`config.mk`:
```
export PLATFORM = sky130hd
export DESIGN_NAME = stop_mode_power_control
export DESIGN_NICKNAME = d
export VERILOG_FILES = /design/src/rtl/stop_ctrl_pkg.sv /design/src/rtl/stop_wake_if.sv /design/src/rtl/stop_wake_detect.sv /design/src/rtl/stop_mode_power_control.sv
export VERILOG_INCLUDE_DIRS = /design/src /design/src/rtl
export SDC_FILE = /design/constraint.sdc
export NUM_CORES = 1
export LEC_CHECK = 0
export ABC_AREA = 1
export BUFFER_PORTS_ARGS = -buffer_cell sky130_fd_sc_hd__clkbuf_2
export CAP_MARGIN = 10
export CORE_ASPECT_RATIO = 1.75
export CORE_MARGIN = 5
export CORE_UTILIZATION = 40
export CTS_CLUSTER_DIAMETER = 60
export DETAILED_ROUTE_END_ITERATION = 8
export PLACE_DENSITY = 0.67
export SLEW_MARGIN = 5
export SYNTH_ARGS = -nofsm -noshare
export SYNTH_HDL_FRONTEND = slang
export SYNTH_HIERARCHICAL = 1
export SYNTH_SLANG_ARGS = --single-unit
export TNS_END_PERCENT = 100
```
`constraint.sdc`:
```
create_clock -name pclk -period 2.7 [get_ports pclk]
set_input_delay 0.81 -clock pclk [delete_from_list [all_inputs] [get_ports pclk]]
set_output_delay 0.81 -clock pclk [all_outputs]
set_load 0.02 [all_outputs]
```
`src/rtl/stop_ctrl_map.svh`:
```
// Offsets, field positions, reset values and timing counts of the stop controller.
// Assumes inclusion by bare name from design and testbench files.
`ifndef STOP_CTRL_MAP_SVH
`define STOP_CTRL_MAP_SVH
// ----------------------------------------------------------------
// Register byte offsets
// ----------------------------------------------------------------
`define SPC_CTRL_OFS 8'h00
`define SPC_PERIPH_OFS 8'h04
`define SPC_STATUS_OFS 8'h08
`define SPC_ACK_OFS 8'h0C
// ----------------------------------------------------------------
// Control register fields
// ----------------------------------------------------------------
`define SPC_STOP_EN_BIT 0
`define SPC_PPD_SEL_BIT 1
`define SPC_LVD_EN_BIT 2
`define SPC_LVD_STOP_EN_BIT 3
`define SPC_DBG_EN_BIT 4
`define SPC_CTRL_RESET 32'h0000000C
`define SPC_CTRL_MASK 32'h0000001F
// ----------------------------------------------------------------
// Peripheral stop option fields
// ----------------------------------------------------------------
`define SPC_ADC_ASYNC_BIT 0
`define SPC_CMP_BANDGAP_BIT 1
`define SPC_IREF_CLK_BIT 2
`define SPC_IREF_STOP_BIT 3
`define SPC_EREF_CLK_BIT 4
`define SPC_EREF_STOP_BIT 5
`define SPC_CRYSTAL_OSCILLATOR_HIGH_BIT 6
`define SPC_USB_EN_BIT 7
`define SPC_USB_PHY_BIT 8
`define SPC_RTC_PS_LSB 12
`define SPC_RTC_PS_MSB 15
`define SPC_PERIPH_RESET 32'h00000000
`define SPC_PERIPH_MASK 32'h0000F1FF
// ----------------------------------------------------------------
// Status and acknowledge fields
// ----------------------------------------------------------------
`define SPC_PPD_FLAG_BIT 3
`define SPC_LATCH_BIT 4
`define SPC_LOW_TRIP_BIT 5
`define SPC_ACK_BIT 0
// ----------------------------------------------------------------
// Timing
// ----------------------------------------------------------------
`define SPC_POR_HOLD_CYCLES 3'd4
`endif

```
`src/rtl/stop_ctrl_pkg.sv`:
```
// Types shared by the stop controller and its testbench.
// Assumes nothing beyond a SystemVerilog compiler.
package stop_ctrl_pkg;
  typedef enum logic [2:0] {
    ST_RUN = 3'b000,
    ST_STOP3 = 3'b001,
    ST_BDM = 3'b011,
    ST_STOP2 = 3'b100,
    ST_POR = 3'b110
  } power_state_t;

  typedef enum logic [2:0] {
    CMD_BACKGROUND = 3'h0,
    CMD_MEM_STATUS = 3'h1,
    CMD_NONINTRUSIVE = 3'h2,
    CMD_ACTIVE_BG = 3'h3,
    CMD_GO = 3'h4
  } dbg_cmd_t;
endpackage

```
`src/rtl/stop_wake_if.sv`:
```
// Carrier between the stop controller and its wake detector.
// Assumes both ends run on pclk.
`timescale 1ns/1ps
interface stop_wake_if #(parameter int IRQ_COUNT = 8);
  logic in_stop2;
  logic in_stop3;
  logic reset_pin_n;
  logic ext_wake_n;
  logic rtc_irq;
  logic [IRQ_COUNT-1:0] irq_src;
  logic wake;
  logic wake_by_pin;
  modport ctrl (output in_stop2, in_stop3, reset_pin_n, ext_wake_n, rtc_irq, irq_src,
    input wake, wake_by_pin);
  modport det (input in_stop2, in_stop3, reset_pin_n, ext_wake_n, rtc_irq, irq_src,
    output wake, wake_by_pin);
endinterface // stop_wake_if

```
`src/rtl/stop_wake_detect.sv`:
```
// Wake source decode for both stop flavours.
// Assumes sources are already synchronous to pclk and rtc_irq is pre-gated by its enable.
`timescale 1ns/1ps
module stop_wake_detect (
  stop_wake_if.det w
);
  always_comb begin
    w.wake_by_pin = (w.in_stop2 | w.in_stop3) & ~w.reset_pin_n;
    w.wake = w.wake_by_pin;
    if (w.in_stop2) begin
      // External pin is a low-level wake here whatever it was set up as
      w.wake = w.wake_by_pin | ~w.ext_wake_n | w.rtc_irq;
    end else if (w.in_stop3) begin
      w.wake = w.wake_by_pin | w.rtc_irq | (|w.irq_src);
    end
  end
endmodule // stop_wake_detect

```
`src/rtl/stop_mode_power_control.sv`:
```
// Stop entry, residency and wake sequencing with an APB register file.
// Assumes synchronous inputs, a CPU that pulses stop_exec, and an APB master.
`timescale 1ns/1ps
`include "stop_ctrl_map.svh"
module stop_mode_power_control
  import stop_ctrl_pkg::*;
#(
  parameter int PIN_COUNT = 8,
  parameter int IRQ_COUNT = 8
) (
  input wire logic pclk,
  input wire logic presetn,
  input wire logic psel,
  input wire logic penable,
  input wire logic pwrite,
  input wire logic [7:0] paddr,
  input wire logic [31:0] pwdata,
  output logic [31:0] prdata,
  output logic pready,
  output logic pslverr,
  input wire logic stop_exec,
  input wire logic reset_pin_n,
  input wire logic external_wake_pin,
  input wire logic rtc_irq,
  input wire logic [IRQ_COUNT-1:0] wake_irq,
  input wire logic dbg_cmd_valid,
  input wire logic [2:0] dbg_cmd_code,
  output logic dbg_cmd_accept,
  output logic dbg_stop_error,
  input wire logic [PIN_COUNT-1:0] port_pin_ctrl,
  input wire logic [PIN_COUNT-1:0] periph_pin_ctrl,
  input wire logic [PIN_COUNT-1:0] periph_pin_en,
  output logic [PIN_COUNT-1:0] pin_ctrl_out,
  output logic illegal_opcode_reset,
  output logic system_reset,
  output logic fetch_reset_vector,
  output logic lvd_reset_enable,
  output logic lvd_low_trip,
  output logic active_background,
  output logic in_stop,
  output logic debug_clk_en,
  output logic regulator_full,
  output logic periph_clk_en,
  output logic core_power_off,
  output logic ram_standby,
  output logic rtc_on,
  output logic adc_on,
  output logic comparator_on,
  output logic internal_ref_on,
  output logic crystal_oscillator_on,
  output logic usb_on
);
  if (PIN_COUNT < 1 || IRQ_COUNT < 1) begin : g_param_check
    $error("stop_mode_power_control: PIN_COUNT and IRQ_COUNT must be at least 1");
  end

  // ----------------------------------------------------------------
  // State
  // ----------------------------------------------------------------
  power_state_t state;
  power_state_t next_state;
  logic [31:0] ctrl;
  logic [31:0] periph;
  logic [31:0] ent_periph;
  logic ent_dbg;
  logic ent_lvd;
  logic partial_powerdown_flag;
  logic pin_latch_hold;
  logic [2:0] por_count;
  logic por_from_deep;
  logic illegal_pulse;

  stop_wake_if #(.IRQ_COUNT(IRQ_COUNT)) wk();

  stop_wake_detect u_wake (
    .w(wk)
  );

  // ----------------------------------------------------------------
  // APB slave
  // ----------------------------------------------------------------
  logic wr_en;
  logic ack_wr;
  logic mapped;

  function automatic logic is_mapped(input logic [7:0] a);
    is_mapped = (a == `SPC_CTRL_OFS) || (a == `SPC_PERIPH_OFS) ||
      (a == `SPC_STATUS_OFS) || (a == `SPC_ACK_OFS);
  endfunction

  assign mapped = is_mapped(paddr);
  assign pready = 1'b1;
  assign pslverr = psel & penable & ~mapped;
  assign wr_en = psel & penable & pwrite & mapped;
  assign ack_wr = wr_en && (paddr == `SPC_ACK_OFS) && pwdata[`SPC_ACK_BIT];

  always_ff @(posedge pclk or negedge presetn) begin
    if (!presetn) begin
      prdata <= 32'h00000000;
    end else if (psel && !penable && !pwrite) begin
      unique case (paddr)
        `SPC_CTRL_OFS: prdata <= ctrl;
        `SPC_PERIPH_OFS: prdata <= periph;
        `SPC_STATUS_OFS: prdata <= {26'h0, lvd_low_trip, pin_latch_hold,
          partial_powerdown_flag, state};
        default: prdata <= 32'h00000000;
      endcase
    end
  end

  // Power-on style wake from deep stop wipes configuration like a real POR would
  always_ff @(posedge pclk or negedge presetn) begin
    if (!presetn) begin
      ctrl <= `SPC_CTRL_RESET;
      periph <= `SPC_PERIPH_RESET;
    end else if (state == ST_POR && por_from_deep) begin
      ctrl <= `SPC_CTRL_RESET;
      periph <= `SPC_PERIPH_RESET;
    end else if (wr_en && paddr == `SPC_CTRL_OFS) begin
      ctrl <= pwdata & `SPC_CTRL_MASK;
    end else if (wr_en && paddr == `SPC_PERIPH_OFS) begin
      periph <= pwdata & `SPC_PERIPH_MASK;
    end
  end

  // ----------------------------------------------------------------
  // Stop selection
  // ----------------------------------------------------------------
  logic stop_en;
  logic want_deep;
  assign stop_en = ctrl[`SPC_STOP_EN_BIT];
  // Deep stop only without debug and without the detector armed for stop
  assign want_deep = ctrl[`SPC_PPD_SEL_BIT] & ~ctrl[`SPC_DBG_EN_BIT] &
    ~(ctrl[`SPC_LVD_EN_BIT] & ctrl[`SPC_LVD_STOP_EN_BIT]);

  assign wk.in_stop2 = (state == ST_STOP2);
  assign wk.in_stop3 = (state == ST_STOP3);
  assign wk.reset_pin_n = reset_pin_n;
  assign wk.ext_wake_n = external_wake_pin;
  assign wk.rtc_irq = rtc_irq & rtc_on;
  assign wk.irq_src = wake_irq;

  logic bgnd_wake;
  assign bgnd_wake = dbg_cmd_valid && dbg_cmd_code == CMD_BACKGROUND && ent_dbg;

  always_comb begin
    next_state = state;
    unique case (state)
      ST_RUN: begin
        if (stop_exec && stop_en) begin
          next_state = want_deep ? ST_STOP2 : ST_STOP3;
        end else if (dbg_cmd_valid && dbg_cmd_code == CMD_BACKGROUND &&
            ctrl[`SPC_DBG_EN_BIT]) begin
          next_state = ST_BDM;
        end
      end
      ST_STOP3: begin
        if (wk.wake_by_pin) begin
          next_state = ST_POR;
        end else if (bgnd_wake) begin
          next_state = ST_BDM;
        end else if (wk.wake) begin
          next_state = ST_RUN;
        end
      end
      ST_STOP2: begin
        if (wk.wake) begin
          next_state = ST_POR;
        end
      end
      ST_POR: begin
        if (por_count == `SPC_POR_HOLD_CYCLES - 3'd1) begin
          next_state = ST_RUN;
        end
      end
      ST_BDM: begin
        if (dbg_cmd_valid && dbg_cmd_code == CMD_GO) begin
          next_state = ST_RUN;
        end
      end
      default: next_state = ST_RUN;
    endcase
  end

  always_ff @(posedge pclk or negedge presetn) begin
    if (!presetn) begin
      state <= ST_RUN;
    end else begin
      state <= next_state;
    end
  end

  // STOP with stop disabled is an illegal opcode
  always_ff @(posedge pclk or negedge presetn) begin
    if (!presetn) begin
      illegal_pulse <= 1'b0;
    end else begin
      illegal_pulse <= (state == ST_RUN) && stop_exec && !stop_en;
    end
  end
  assign illegal_opcode_reset = illegal_pulse;

  // Configuration is frozen at entry so mid-stop writes cannot shift power
  always_ff @(posedge pclk or negedge presetn) begin
    if (!presetn) begin
      ent_dbg <= 1'b0;
      ent_lvd <= 1'b0;
      ent_periph <= 32'h00000000;
    end else if (state == ST_RUN && stop_exec && stop_en) begin
      ent_dbg <= ctrl[`SPC_DBG_EN_BIT];
      ent_lvd <= ctrl[`SPC_LVD_EN_BIT] & ctrl[`SPC_LVD_STOP_EN_BIT];
      ent_periph <= periph;
    end
  end

  // ----------------------------------------------------------------
  // Power-on style recovery
  // ----------------------------------------------------------------
  always_ff @(posedge pclk or negedge presetn) begin
    if (!presetn) begin
      por_count <= 3'd0;
    end else if (state == ST_POR) begin
      por_count <= por_count + 3'd1;
    end else begin
      por_count <= 3'd0;
    end
  end

  always_ff @(posedge pclk or negedge presetn) begin
    if (!presetn) begin
      por_from_deep <= 1'b0;
    end else if (state != ST_POR) begin
      por_from_deep <= (state == ST_STOP2);
    end
  end

  // Set wins over acknowledge in the same cycle
  always_ff @(posedge pclk or negedge presetn) begin
    if (!presetn) begin
      partial_powerdown_flag <= 1'b0;
    end else if (state == ST_STOP2 && wk.wake) begin
      partial_powerdown_flag <= 1'b1;
    end else if (ack_wr) begin
      partial_powerdown_flag <= 1'b0;
    end
  end

  always_ff @(posedge pclk or negedge presetn) begin
    if (!presetn) begin
      pin_latch_hold <= 1'b0;
    end else if (next_state == ST_STOP2 && state == ST_RUN) begin
      pin_latch_hold <= 1'b1;
    end else if (ack_wr && state != ST_STOP2) begin
      pin_latch_hold <= 1'b0;
    end
  end

  // Software must restore ports before the acknowledge or pins snap to reset
  always_ff @(posedge pclk or negedge presetn) begin
    if (!presetn) begin
      pin_ctrl_out <= '0;
    end else if (!pin_latch_hold && !(state == ST_RUN && next_state == ST_STOP2)) begin
      pin_ctrl_out <= (periph_pin_en & periph_pin_ctrl) | (~periph_pin_en & port_pin_ctrl);
    end
  end

  // ----------------------------------------------------------------
  // Debug command gating
  // ----------------------------------------------------------------
  logic stopped;
  assign stopped = (state == ST_STOP2) || (state == ST_STOP3);
  always_comb begin
    dbg_cmd_accept = 1'b0;
    dbg_stop_error = 1'b0;
    if (dbg_cmd_valid) begin
      if (stopped) begin
        dbg_stop_error = (dbg_cmd_code == CMD_MEM_STATUS);
        dbg_cmd_accept = (dbg_cmd_code == CMD_BACKGROUND) && bgnd_wake;
      end else if (state == ST_BDM) begin
        dbg_cmd_accept = 1'b1;
      end else if (state == ST_RUN) begin
        dbg_cmd_accept = (dbg_cmd_code != CMD_ACTIVE_BG) && (dbg_cmd_code != CMD_GO);
      end
    end
  end

  // ----------------------------------------------------------------
  // Power and clock outputs
  // ----------------------------------------------------------------
  logic s3;
  assign s3 = (state == ST_STOP3);
  assign in_stop = stopped;
  assign active_background = (state == ST_BDM);
  assign system_reset = (state == ST_POR);
  assign fetch_reset_vector = (state == ST_POR) &&
    (por_count == `SPC_POR_HOLD_CYCLES - 3'd1);
  assign lvd_reset_enable = por_from_deep | ctrl[`SPC_LVD_EN_BIT];
  assign lvd_low_trip = por_from_deep | partial_powerdown_flag;
  assign periph_clk_en = !stopped;
  assign debug_clk_en = !stopped || (s3 && ent_dbg);
  assign regulator_full = !stopped || (s3 && (ent_dbg || ent_lvd));
  assign core_power_off = (state == ST_STOP2);
  assign ram_standby = stopped;
  assign rtc_on = !stopped || (ent_periph[`SPC_RTC_PS_MSB:`SPC_RTC_PS_LSB] != 4'h0);
  assign adc_on = !stopped || (s3 && ent_periph[`SPC_ADC_ASYNC_BIT] && ent_lvd);
  assign comparator_on = !stopped ||
    (s3 && (!ent_periph[`SPC_CMP_BANDGAP_BIT] || ent_lvd));
  assign internal_ref_on = !stopped ||
    (s3 && ent_periph[`SPC_IREF_CLK_BIT] && ent_periph[`SPC_IREF_STOP_BIT]);
  assign crystal_oscillator_on = !stopped ||
    (s3 && ent_periph[`SPC_EREF_CLK_BIT] && ent_periph[`SPC_EREF_STOP_BIT] &&
    (!ent_periph[`SPC_CRYSTAL_OSCILLATOR_HIGH_BIT] || ent_lvd));
  assign usb_on = !stopped ||
    (s3 && ent_periph[`SPC_USB_EN_BIT] && ent_periph[`SPC_USB_PHY_BIT]);

  // ----------------------------------------------------------------
  // Assertions
  // ----------------------------------------------------------------
  AST_ILLEGAL_STOP: assert property (@(posedge pclk) disable iff (!presetn)
    (state == ST_RUN && stop_exec && !stop_en) |=> illegal_opcode_reset && state == ST_RUN)
    else $error("stop without enable did not raise illegal opcode reset");
  AST_DEBUG_FORCES_STOP3: assert property (@(posedge pclk) disable iff (!presetn)
    (state == ST_RUN && stop_exec && stop_en && ctrl[`SPC_DBG_EN_BIT])
    |=> state == ST_STOP3 && debug_clk_en && regulator_full)
    else $error("debug enabled stop did not keep debug clocks and regulator");
  AST_LVD_FORCES_STOP3: assert property (@(posedge pclk) disable iff (!presetn)
    (state == ST_RUN && stop_exec && stop_en && ctrl[`SPC_LVD_EN_BIT] &&
    ctrl[`SPC_LVD_STOP_EN_BIT]) |=> state == ST_STOP3 && regulator_full)
    else $error("detector armed stop did not enter retentive stop");
  AST_PERIPH_CLK_OFF: assert property (@(posedge pclk) disable iff (!presetn)
    (state == ST_RUN && stop_exec && stop_en) |=> in_stop && !periph_clk_en)
    else $error("peripheral clocks running in stop");
  AST_MEM_STATUS_ERR: assert property (@(posedge pclk) disable iff (!presetn)
    (in_stop && dbg_cmd_valid && dbg_cmd_code == CMD_MEM_STATUS)
    |-> dbg_stop_error && !dbg_cmd_accept)
    else $error("memory status command in stop not refused");
  AST_BGND_WAKE: assert property (@(posedge pclk) disable iff (!presetn)
    (state == ST_STOP3 && reset_pin_n && ent_dbg && dbg_cmd_valid &&
    dbg_cmd_code == CMD_BACKGROUND) |=> active_background)
    else $error("background command did not wake into background mode");
  AST_DEEP_WAKE_PIN: assert property (@(posedge pclk) disable iff (!presetn)
    (state == ST_STOP2 && !external_wake_pin) |=> system_reset && partial_powerdown_flag)
    else $error("low wake pin did not leave deep stop as power-on");
  AST_POR_LENGTH: assert property (@(posedge pclk) disable iff (!presetn)
    $rose(system_reset) |-> system_reset [*4] ##1 !system_reset)
    else $error("power-on recovery not four cycles long");
  AST_LATCH_STABLE: assert property (@(posedge pclk) disable iff (!presetn)
    (pin_latch_hold && $past(pin_latch_hold)) |-> $stable(pin_ctrl_out))
    else $error("latched pins changed before acknowledge");
  AST_RTC_OFF: assert property (@(posedge pclk) disable iff (!presetn)
    (in_stop && ent_periph[`SPC_RTC_PS_MSB:`SPC_RTC_PS_LSB] == 4'h0) |-> !rtc_on)
    else $error("timer running in stop with zero prescale");
  AST_FLAG_HOLD: assert property (@(posedge pclk) disable iff (!presetn)
    (partial_powerdown_flag && !ack_wr) |=> partial_powerdown_flag)
    else $error("powerdown flag cleared without acknowledge");

  COV_DEEP_ROUND: cover property (@(posedge pclk) disable iff (!presetn)
    state == ST_STOP2 ##1 state == ST_POR ##[4:8] state == ST_RUN);
  COV_STOP3_IRQ: cover property (@(posedge pclk) disable iff (!presetn)
    state == ST_STOP3 ##1 state == ST_RUN);
  COV_BDM_FROM_STOP: cover property (@(posedge pclk) disable iff (!presetn)
    state == ST_STOP3 ##1 state == ST_BDM);
  COV_ACK: cover property (@(posedge pclk) disable iff (!presetn)
    pin_latch_hold ##1 !pin_latch_hold);
endmodule // stop_mode_power_control

```
# Yosys cells after proc, flatten, opt, wreduce, memory -nomap -nowiden
# Cells that the tools add are included.
# W data, S select, Z words.
# classes
muxes,29
bitwise_logic,25
n_eq_ne,16
n_addsub,1
n_reduce_logical,67
# ops
cell,n
$mux W32,5
$pmux W32 S3,1
$logic_and A1 B1 Y1,34
$mux W3,10
$and A8 B8 Y8,2
$eq A8 B4 Y1 const B,2
$logic_or A1 B1 Y1,15
$pmux W3 S5,1
$eq A3 B3 Y1 const B,4
$mux W1,12
$and A1 B1 Y1,9
$ne A3 B3 Y1 const B,3
$eq A8 B3 Y1 const B,1
$logic_not A1 Y1,8
$logic_not A8 Y1,1
$not A8 Y8,1
$or A8 B8 Y8,1
$reduce_bool A2 Y1,4
$reduce_or A8 Y1,1
$or A1 B1 Y1,7
$eq A3 B1 Y1 const B,2
$eq A3 B2 Y1 const B,2
$logic_not A3 Y1,2
$not A1 Y1,5
other kinds (5),5
# totals
out_inout_bits,62
reg_bits,132

# Longest topological paths before layout
# Gate-level depths: netlist of run 1.
# logic_depth
depth_word,17
depth_mapped,13
ltp_nobuf,13

# Hierarchy
# Netlist of run 1, hierarchy kept.
# modules_own_cells
mod,n_inst,seq_area_each_um2,cells_per_inst,area_per_inst_um2
stop_mode_power_control,1,1604.0,411,3559.7
stop_wake_detect,1,0.0,17,70.1

# Least setup slack after synthesis of run 1
# Ideal clock, no wire load.
# synth_timing
path_kind,reg-to-output
start,register state[1]
end,output port dbg_stop_error
path_buffers,1
t_arrival_ps,1515
required_ps,1890
path_stages_with_launch,7
setup_slack_ps,375
path_cell_list,dfrtp_1 -> inv_1 -> nand3_1 -> nand2_1 -> buf_2 -> inv_1 -> nor2_1
# synth_between
elab_chain_cells,4
elab_cells_between_ends,5
classes_between,eq/ne (2); mux (2); reduce/logical (1)
# synth_lines
element,line,rtl
"start, declared",stop_mode_power_control.sv:60,power_state_t state;
"start signal, assigned",stop_mode_power_control.sv:189,state <= next_state;
$eq A3 B3 Y1 or $eq A3 B1 Y1 (tied branches),stop_mode_power_control.sv:271,assign stopped = (state == ST_STOP2) || (state == ST_STOP3);
$logic_or A1 B1 Y1 *,stop_mode_power_control.sv:271,
named net in_stop,stop_mode_power_control.sv:40,"output logic in_stop,"
$mux W1 *,stop_mode_power_control.sv:276,if (stopped) begin
$mux W1 *,stop_mode_power_control.sv:275,if (dbg_cmd_valid) begin
"end, declared",stop_mode_power_control.sv:29,"output logic dbg_stop_error,"
# Mark *: on every way through the listed nets, which the timed path passes. The rest lies on a longest branch.

# Worst setup path after layout of run 1
# layout_timing
start,register state[2]
end,output port dbg_cmd_accept
# layout_between
elab_chain_cells,5
elab_cells_between_ends,9
classes_between,eq/ne (3); mux (4); reduce/logical (2)
# layout_lines
element,line,rtl
$logic_not A3 Y1,stop_mode_power_control.sv:281,end else if (state == ST_RUN) begin
$mux W1,stop_mode_power_control.sv:281,
$mux W1,stop_mode_power_control.sv:279,end else if (state == ST_BDM) begin
$mux W1 *,stop_mode_power_control.sv:276,
$mux W1 *,stop_mode_power_control.sv:275,
"end, declared",stop_mode_power_control.sv:28,"output logic dbg_cmd_accept,"
# Mark *: on every way between the ends. The rest lies on a longest branch, timed or not.

==> results of run 1 <==
==> critical path: cells and delay by family (launching register included) <==
kind	cells	cell delay, ns
buffers and inverters	1	0.16
AND/OR/NAND/NOR	2	0.43
AO/OA/AOI/OAI	2	0.35
flip-flops	1	0.45
==> final cells by class <==
class | count | area (um^2) | area share (%)
multi-input cells | 302 | 1670 | 37.2
repair buffers | 113 | 581 | 12.9
well taps | 120 | 150 | 3.34
clock inverters | 6 | 67.6 | 1.50
flip-flops and latches | 64 | 1600 | 35.7
clock buffers | 10 | 239 | 5.32
inverters | 48 | 183 | 4.06
==> through the flow <==
step / util (%) / hold slack (ns) / cells / setup slack [ns] / total power (uW)
after floorplan: - / 0.410 / 446 / 0.375 / 1670
after global placement: 46.6 / 0.420 / 647 / 0.201 / 1940
after detailed placement: 46.6 / 0.443 / 647 / 0.213 / 1950
after CTS: 50.0 / 0.422 / 663 / 0.0208 / 3120
after global routing: 50.1 / 0.456 / 663 / 0.0184 / 3270
final: 50.1 / 0.420 / 663 / 0.168 / 3090
==> path summary, 6_finish.rpt <==
path | to | slack [ns] | cells after the start
worst max-delay path | dbg_cmd_accept | 0.17 | 5
worst min-delay path | prdata[7]$_DFFE_PN0P_ | 0.42 | 1
worst max register to register | state[2]$_DFF_PN0_ | 0.74 | 11
worst min register to register | por_count[0]$_DFF_PN0_ | 0.45 | 1
max in group asynchronous | periph[2]$_DFFE_PN0P_ | 1.56 | 2
min in group pclk | por_count[0]$_DFF_PN0_ | 0.45 | 1
==> cells in the mapped netlist, types with 7 or more instances <==
cell	instances
nor3_1	7
nand2_1	116
a21oi_1	14
nand3_1	23
mux2_2	9
nand3_2	12
buf_4	23
mux2i_1	8
o21ai_0	14
dfrtp_1	62
inv_1	41
nor2_1	33
==> sequential cells by signal, indices dropped and copies added (netlist names) <==
| register | flops |
|---|---|
| ctrl | 5 |
| prdata | 13 |
| ent_periph | 13 |
| periph | 13 |
| por_count | 3 |
| partial_powerdown_flag | 1 |
| illegal_opcode_reset | 1 |
| state | 3 |
| por_from_deep | 1 |
| pin_ctrl_out | 8 |
| ent_dbg | 1 |
| ent_lvd | 1 |
| pin_latch_hold | 1 |
==> power breakdown <==
part / internal (uW) / total, uW / switching [uW]
sequential: 1010 / 1060 / 45.6
clock: 741 / 1160 / 417
combinational: 272 / 878 / 605
total: 2020 / 3090 / 1070
==> timing repair <==
action / in CTS / in global routing
setup endpoints to repair: 0 / 7
gates resized for setup: 0 / 1
endpoints found under the hold margin: 0 / 0
==> routing by layer <==
| metal | vias to the layer above | share of wire, % | GRT usage [%] |
|---|---|---|---|
| met1 | 1425 | 37 | 18.2 |
| met4 | 0 | 4.4 | 11.0 |
| met2 | 111 | 53 | 30.2 |
| met3 | 25 | 5.9 | 1.92 |
| li1 | 1557 | - | - |
| met5 | - | 0 | 0 |
==> logic make-up (layout without fill, tap and decap cells) <==
logic type	count (synthesis)	after routing	synth area share, %
AOI/OAI and AO/OA	43	43	7.17
and+or+nand+nor	218	218	30.2
other	2	20	0.207
DFF	64	64	44.2
muxes	19	19	5.83
adders and majority gates	2	2	0.689
buffers and inverters	80	177	11.7
==> flow_summary.ini, run 1 <==
[place]
place_area_mm2 = 0.00419
place_congestion = 0.872
io_buffers = 107
dp_hpwl_um = 7270

[critical_path]
path_class = flop to primary output
worstPathRequired_ns = 1.89
startpoint = state[2]$_DFF_PN0_
crit_path_cell_trace = nand2_1, nand2_2, a21oi_1, o31a_1, clkbuf_2
worstPathMaxFanout = 14
cp.arrival_ns = 1.72
r2r_start = ent_periph[13]$_DFFE_PN0P_
start_kind = flop
slowest_stage = dfrtp_1
slowest_delay_ns = 0.45
cp-end-kind = primary output

[floorplanning]
ios = 147
die_h_um = 136
coreArea_mm2 = 0.00898
fp-row-count = 46
die_area_mm2 = 0.0112
fp.dieW_um = 82.0
initial_core_util_pct = 40.4

[clock_tree]
clk_path_buf_depth = 2
tritoncts = built
root_buffer = clkbuf_16
clock_sinks = 64
hold_buffers = 0
clk_latency_ns = 0.33
post_cts_buffers = 0
path_clk_slew_ns = 0.05
cts_made_buffers = 9
htreeDepth = 3

[sta]
period_share_pct = 93.8
setup_viol = 0
period_minus_slack_ns = 2.53
final_hold_viol_count = 0
fin_setup_tns_ns = 0
fmax_mhz = 395
tightest_slew_ns = 0.760
slew_violations = 0
relSlewSlack_pct = 49.1
rsz0062_at_grt = no
skew_ns = 0.00548

[layout]
fillers = 911
area_growth_pct = 23.8
drive_gt1_share_pct = 34.3
n_antenna_cell = 0
final_cell_area_mm2 = 0.00449
final_common_cell = nand2_1
nets = 625
layout_common_cells = nand2_1, clkbuf_2, dfrtp_1

[global_routing]
grt_use_total_pct = 16.9
overflow = 0
grt_pass1_vias = 3134
grt_max_degree = 34
grt_antenna_before_repair = 0
grt_pass1_wl_um = 14400

[job]
cap_violations = 0

[routing]
routed_wl_um = 8900
drt-initial-drc-count = 171
vias = 3118
drtPass1Iterations = 4
via_per_inst = 4.70
drc = 0
antenna_left = 0
drt-wirelength-per-cell_um = 13.4

[synth]
synth_top_area_cell = dfrtp_1
syn_inst = 428
ys_types = 41
async_reset_ff_share_pct = 100
synthTopCellsByArea = dfrtp_1, nand2_1, buf_4
synth-seq-cells = 64
synth_ff_type = dfrtp_1
synth_area_mm2 = 0.00363
yosysWarningCount = 6
synth_area_per_cell_um2 = 8.48
synth_top_area_share_pct = 42.7
yosysSeqAreaShare_pct = 44.2
synth_enable_flop_cells = 0

[worst_hold_path]
hold_path.class = input pin to async pin

[power_and_ir_drop]
power_density_mw_per_mm2 = 688
p_leak_uw = 0.00254
ir_drop_uv = 478

[outcome]
status = completed
No activity file was read; power rests on OpenSTA's default activity.
==> inputs of run 2 (changes only) <==
--- a/config.mk
+++ b/config.mk
@@ -9,12 +9,14 @@
 export ABC_AREA = 1
 export BUFFER_PORTS_ARGS = -buffer_cell sky130_fd_sc_hd__clkbuf_2
 export CAP_MARGIN = 10
+export CELL_PAD_IN_SITES_DETAIL_PLACEMENT = 1
+export CELL_PAD_IN_SITES_GLOBAL_PLACEMENT = 1
 export CORE_ASPECT_RATIO = 1.75
 export CORE_MARGIN = 5
-export CORE_UTILIZATION = 40
+export CORE_UTILIZATION = 38
 export CTS_CLUSTER_DIAMETER = 60
 export DETAILED_ROUTE_END_ITERATION = 8
-export PLACE_DENSITY = 0.67
+export PLACE_DENSITY = 0.86
 export SLEW_MARGIN = 5
 export SYNTH_ARGS = -nofsm -noshare
 export SYNTH_HDL_FRONTEND = slang
==> constraint.sdc (replaced) <==
create_clock -name pclk -period 2.7 [get_ports pclk]
set_input_delay 0.54 -clock pclk [delete_from_list [all_inputs] [get_ports pclk]]
set_output_delay 0.54 -clock pclk [all_outputs]
set_load 0.02 [all_outputs]
==> run 2 against run 1 <==
- hold slack worse by 0.23 ns
- clock power up 17%
- routed wire length increased by 22%
- worst setup slack got worse by 0.037 ns
- total power up 7.9%
==> flow_summary.ini, run 2 (synthesis gave the netlist of run 1 again) <==
[outcome]
status = completed

[clock_tree]
hold_buffers = 0
clk_latency_ns = 0.33
path_clk_slew_ns = 0.06
htreeDepth = 3
post_cts_buffers = 0
tritoncts = built
root_buffer = clkbuf_16
clk_path_buf_depth = 2
cts_made_buffers = 9
post_cts_resized = 0
clock_sinks = 64

[routing]
routed_wl_um = 10800
via_per_inst = 4.88
drt-wirelength-per-cell_um = 16.4
vias = 3233
antenna_left = 0
drt-initial-drc-count = 145
drc = 0
drtPass1Iterations = 4

[global_routing]
grt_antenna_before_repair = 0
grt_pass1_vias = 3592
grt_use_total_pct = 19.1
grt_max_degree = 34
grt_pass1_wl_um = 17900
overflow = 0

[place]
dp_hpwl_um = 8490
dp.cells = 647
place_congestion = 0.867
io_buffers = 107

[floorplanning]
fp.dieW_um = 83.9
fp-row-count = 47
die_h_um = 139
coreArea_mm2 = 0.00941
initial_core_util_pct = 38.6
ios = 147
die_area_mm2 = 0.0117

[critical_path]
crit_buf_inv = 1
start_kind = flop
slowest_stage = dfrtp_1
critPathTopFamily = simple AND/OR/NAND/NOR gates
worstPathMaxFanout = 14
worst_path_most_repeated_cell = nand2_1
slowest_delay_ns = 0.46
r2r_slack_ns = 0.47
cp-end-kind = primary output
crit_path_cell_trace = nand2_1, nand2_1, a21oi_1, o31a_1, clkbuf_2
path_class = flop to primary output
cp.arrival_ns = 2.03
worstPathRequired_ns = 2.16

[layout]
reg_top3 = ent_periph (13), periph (13), prdata (13)
final_common_cell = nand2_1
instances_no_fill = 663
drive_gt1_share_pct = 33.8
area_growth_pct = 25.1
nets = 623
n_antenna_cell = 0
layout_common_cells = nand2_1, clkbuf_2, dfrtp_1

[sta]
slew_violations = 0
final_hold_viol_count = 0
fmax_mhz = 389
period_share_pct = 95.1
tightest_slew_ns = 0.762
period_minus_slack_ns = 2.57
relSlewSlack_pct = 49.0
setup_viol = 0
rsz0062_at_grt = no
fin_setup_tns_ns = 0
hold_slack_ns = 0.192
skew_ns = 0.00750

[power_and_ir_drop]
switching_share_pct = 33.7
p_leak_uw = 0.00256
ir_drop_uv = 375
pwr-share-seq_pct = 31.8
switchingPower_uw = 1120
power_density_mw_per_mm2 = 735
p_int_uw = 2210
clockPowerShare_pct = 40.8
p_comb_share_pct = 27.4

[job]
cap_violations = 0

[worst_hold_path]
hold_path.class = input pin to async pin
==> run 2: cell type report <==
type | count | area, um^2
fill | 1179 | 4870
multi-input combinational | 302 | 1670
sequential | 64 | 1600
timing repair buffer | 111 | 578
clock buffer | 10 | 239
inverter | 48 | 183
tap | 122 | 153
clock inverter | 6 | 115
==> run 2: worst paths after layout <==
path,startpoint,end,cells after the start
max,state[2]$_DFF_PN0_,dbg_cmd_accept,5
min,presetn,pin_ctrl_out[1]$_DFFE_PN0P_,1
max reg2reg,state[1]$_DFF_PN0_,state[2]$_DFF_PN0_,13
min reg2reg,por_count[0]$_DFF_PN0_,por_count[0]$_DFF_PN0_,1
max in group asynchronous,presetn,state[0]$_DFF_PN0_,2
min in group pclk,por_count[0]$_DFF_PN0_,por_count[0]$_DFF_PN0_,1
==> run 2: power by group through the flow <==
| stage | clock [uW] | combinational [uW] | sequential, uW |
|---|---|---|---|
| 2_1_floorplan | 0 | 587 | 1080 |
| 3_3_place_gp | 0 | 881 | 1070 |
| 3_5_place_dp | 0 | 903 | 1080 |
| 4_1_cts | 1380 | 923 | 1060 |
| 5_1_grt | 1420 | 1010 | 1070 |
| 6_report | 1360 | 916 | 1060 |
==> run 2: stage by stage <==
stage | util [%] | area [um^2] | worst slack (ns) | total power, uW
final | 48.2 | 4540 | 0.132 | 3340
after global placement | 44.5 | 4190 | 0.605 | 1950
after detailed placement | 44.5 | 4190 | 0.528 | 1980
after global routing | 48.2 | 4540 | 0.00575 | 3500
after floorplan | - | 3700 | 0.645 | 1670
after CTS | 48.2 | 4540 | 0.130 | 3360
==> run 2: metal layers <==
| layer | vias up | track usage, % | wire length (um) |
|---|---|---|---|
| met2 | 94 | 36.5 | 6150 |
| met4 | 0 | 8.05 | 319 |
| li1 | 1543 | - | - |
| met5 | - | 0 | 0 |
| met1 | 1577 | 20.5 | 4000 |
| met3 | 19 | 3.02 | 377 |
==> inputs of run 3 (changes only) <==
==> constraint.sdc (replaced) <==
create_clock -name pclk -period 2.7 [get_ports pclk]
set_input_delay 0.405 -clock pclk [delete_from_list [all_inputs] [get_ports pclk]]
set_output_delay 0.405 -clock pclk [all_outputs]
set_load 0.02 [all_outputs]
==> run 3 against run 2 <==
- hold slack better by 0.14 ns
- die area unchanged
- critical path depth rose by 1
- worst setup slack improved by 0.30 ns
- first-iteration DRC count decreased by 17%
- highest routed layer unchanged
- combinational power up 0.5%
- via count increased by 0.31%
- non-clock buffer count grew 2
- cell count rose by 0.30%
- sequential cell count unchanged
- total power fell by 6.0%
==> flow_summary.ini, run 3 (synthesis gave the netlist of run 1 again) <==
[critical_path]
cp-end-kind = primary output
slowest_stage = dfrtp_1
r2r_cells = 13
reg2reg_to = state[2]$_DFF_PN0_
r2r_start = state[1]$_DFF_PN0_
r2r_slack_ns = 0.63
worst_path_most_repeated_cell = nand2_1
worstPathMaxFanout = 8
slowest_delay_ns = 0.42
crit_buf_inv = 2
cp.arrival_ns = 1.87
worstPathRequired_ns = 2.30
critPathTopFamily = simple AND/OR/NAND/NOR gates
path_class = flop to primary output
start_kind = flop
crit_path_cell_trace = nor2_2, nand2_1, nand2_1, buf_4, o21ai_0, clkbuf_2

[place]
place_congestion = 0.882
io_buffers = 107
dp_hpwl_um = 8600
dp_slack_ns = 0.699

[layout]
final_common_cell = nand2_1
finalCoreUtilization_pct = 47.7
fillers = 1198
nets = 625
drive_gt1_share_pct = 33.7
area_growth_pct = 23.7
reg_top3 = ent_periph (13), periph (13), prdata (13)
n_antenna_cell = 0
layout_common_cells = nand2_1, clkbuf_2, dfrtp_1

[clock_tree]
root_buffer = clkbuf_16
htreeDepth = 3
clk_latency_ns = 0.33
tritoncts = built
path_clk_slew_ns = 0.06
post_cts_buffers = 0
cts_made_buffers = 9
clk_path_buf_depth = 2
clock_sinks = 64

[global_routing]
grt_pass1_wl_um = 18000
grt_max_degree = 34
grt_antenna_before_repair = 0
grt_pass1_vias = 3596
grt_use_total_pct = 19.4
overflow = 0

[sta]
final_hold_viol_count = 0
slew_violations = 0
setup_viol = 0
period_share_pct = 84.2
fin_ws_ns = 0.428
period_minus_slack_ns = 2.27
fin_setup_tns_ns = 0
tightest_slew_ns = 0.736
fmax_mhz = 440
rsz0062_at_grt = no
relSlewSlack_pct = 50.8
skew_ns = 0.00998

[floorplanning]
fp.dieW_um = 83.9
ios = 147
initial_core_util_pct = 38.6
coreArea_mm2 = 0.00941
die_h_um = 139
die_area_mm2 = 0.0117
fp-row-count = 47

[worst_hold_path]
hold_path_startpoint = stop_exec
hold_end = illegal_opcode_reset$_DFF_PN0_
hold_depth = 3
hold_path.class = input pin to flop

[outcome]
status = completed

[routing]
drtPass1Iterations = 4
drt-wirelength-per-cell_um = 16.2
routed_wl_um = 10800
antenna_left = 0
via_per_inst = 4.88
vias = 3243
drc = 0
drt-initial-drc-count = 120

[power_and_ir_drop]
power_density_mw_per_mm2 = 699
p_leak_uw = 0.00254
ir_drop_uv = 429

[job]
cap_violations = 0
## run 3: cell type report
class	count	area, um^2	share of cell area (%)
Clock buffer	11	243	5.41
Inverter	48	183	4.07
Clock inverter	5	56.3	1.25
Timing Repair Buffer	113	583	13.0
Tap cell	122	153	3.40
Sequential cell	64	1600	35.7
Multi-Input combinational cell	302	1670	37.2
## run 3: timing repair
action,4_1_cts,5_1_grt
resized for setup,0,0
hold buffers,1,0
hold endpoints to repair,12,0
## run 3: worst max-delay path by stage
stage                                   from                 end  slack (ns)  depth (start not counted)
after floorplan           state[1]$_DFF_PN0_      dbg_stop_error        0.78                          6
after global placement    state[1]$_DFF_PN0_  state[2]$_DFF_PN0_        0.77                         13
after detailed placement  state[1]$_DFF_PN0_  state[2]$_DFF_PN0_        0.70                         13
after CTS                 state[1]$_DFF_PN0_       comparator_on        0.43                          6
after global routing      state[1]$_DFF_PN0_       comparator_on        0.31                          6
final                     state[1]$_DFF_PN0_       comparator_on        0.43                          6
## run 3: stage by stage
stage	instance area, um^2	hold WS [ns]	cells	total power [uW]
finish	4490	0.328	665	3140
floorplan	3700	0.109	446	1670
global placement	4180	0.312	648	1960
global route	4490	0.357	665	3300
CTS	4490	0.324	665	3170
detailed placement	4180	0.331	648	1990
## run 3: report_power, final
part | switching, uW | internal [uW]
registers | 48.9 | 1010
logic | 637 | 284
clock network | 420 | 737
total | 1110 | 2030
## run 3: per-layer routing
| metal | track usage, % | vias up | routed length [um] |
|---|---|---|---|
| met4 | 9.07 | 0 | 318 |
| met3 | 3.25 | 22 | 418 |
| met2 | 36.8 | 87 | 6210 |
| li1 | - | 1548 | - |
| met5 | 0 | - | 0 |
| met1 | 20.2 | 1586 | 3820 |
## run 3: tightest hold or removal path, delay by kind of cell
| family | cells | cell delay (ns) |
|---|---|---|
| buffers and inverters | 1 | 0.10 |
| and+or+nand+nor | 2 | 0.11 |
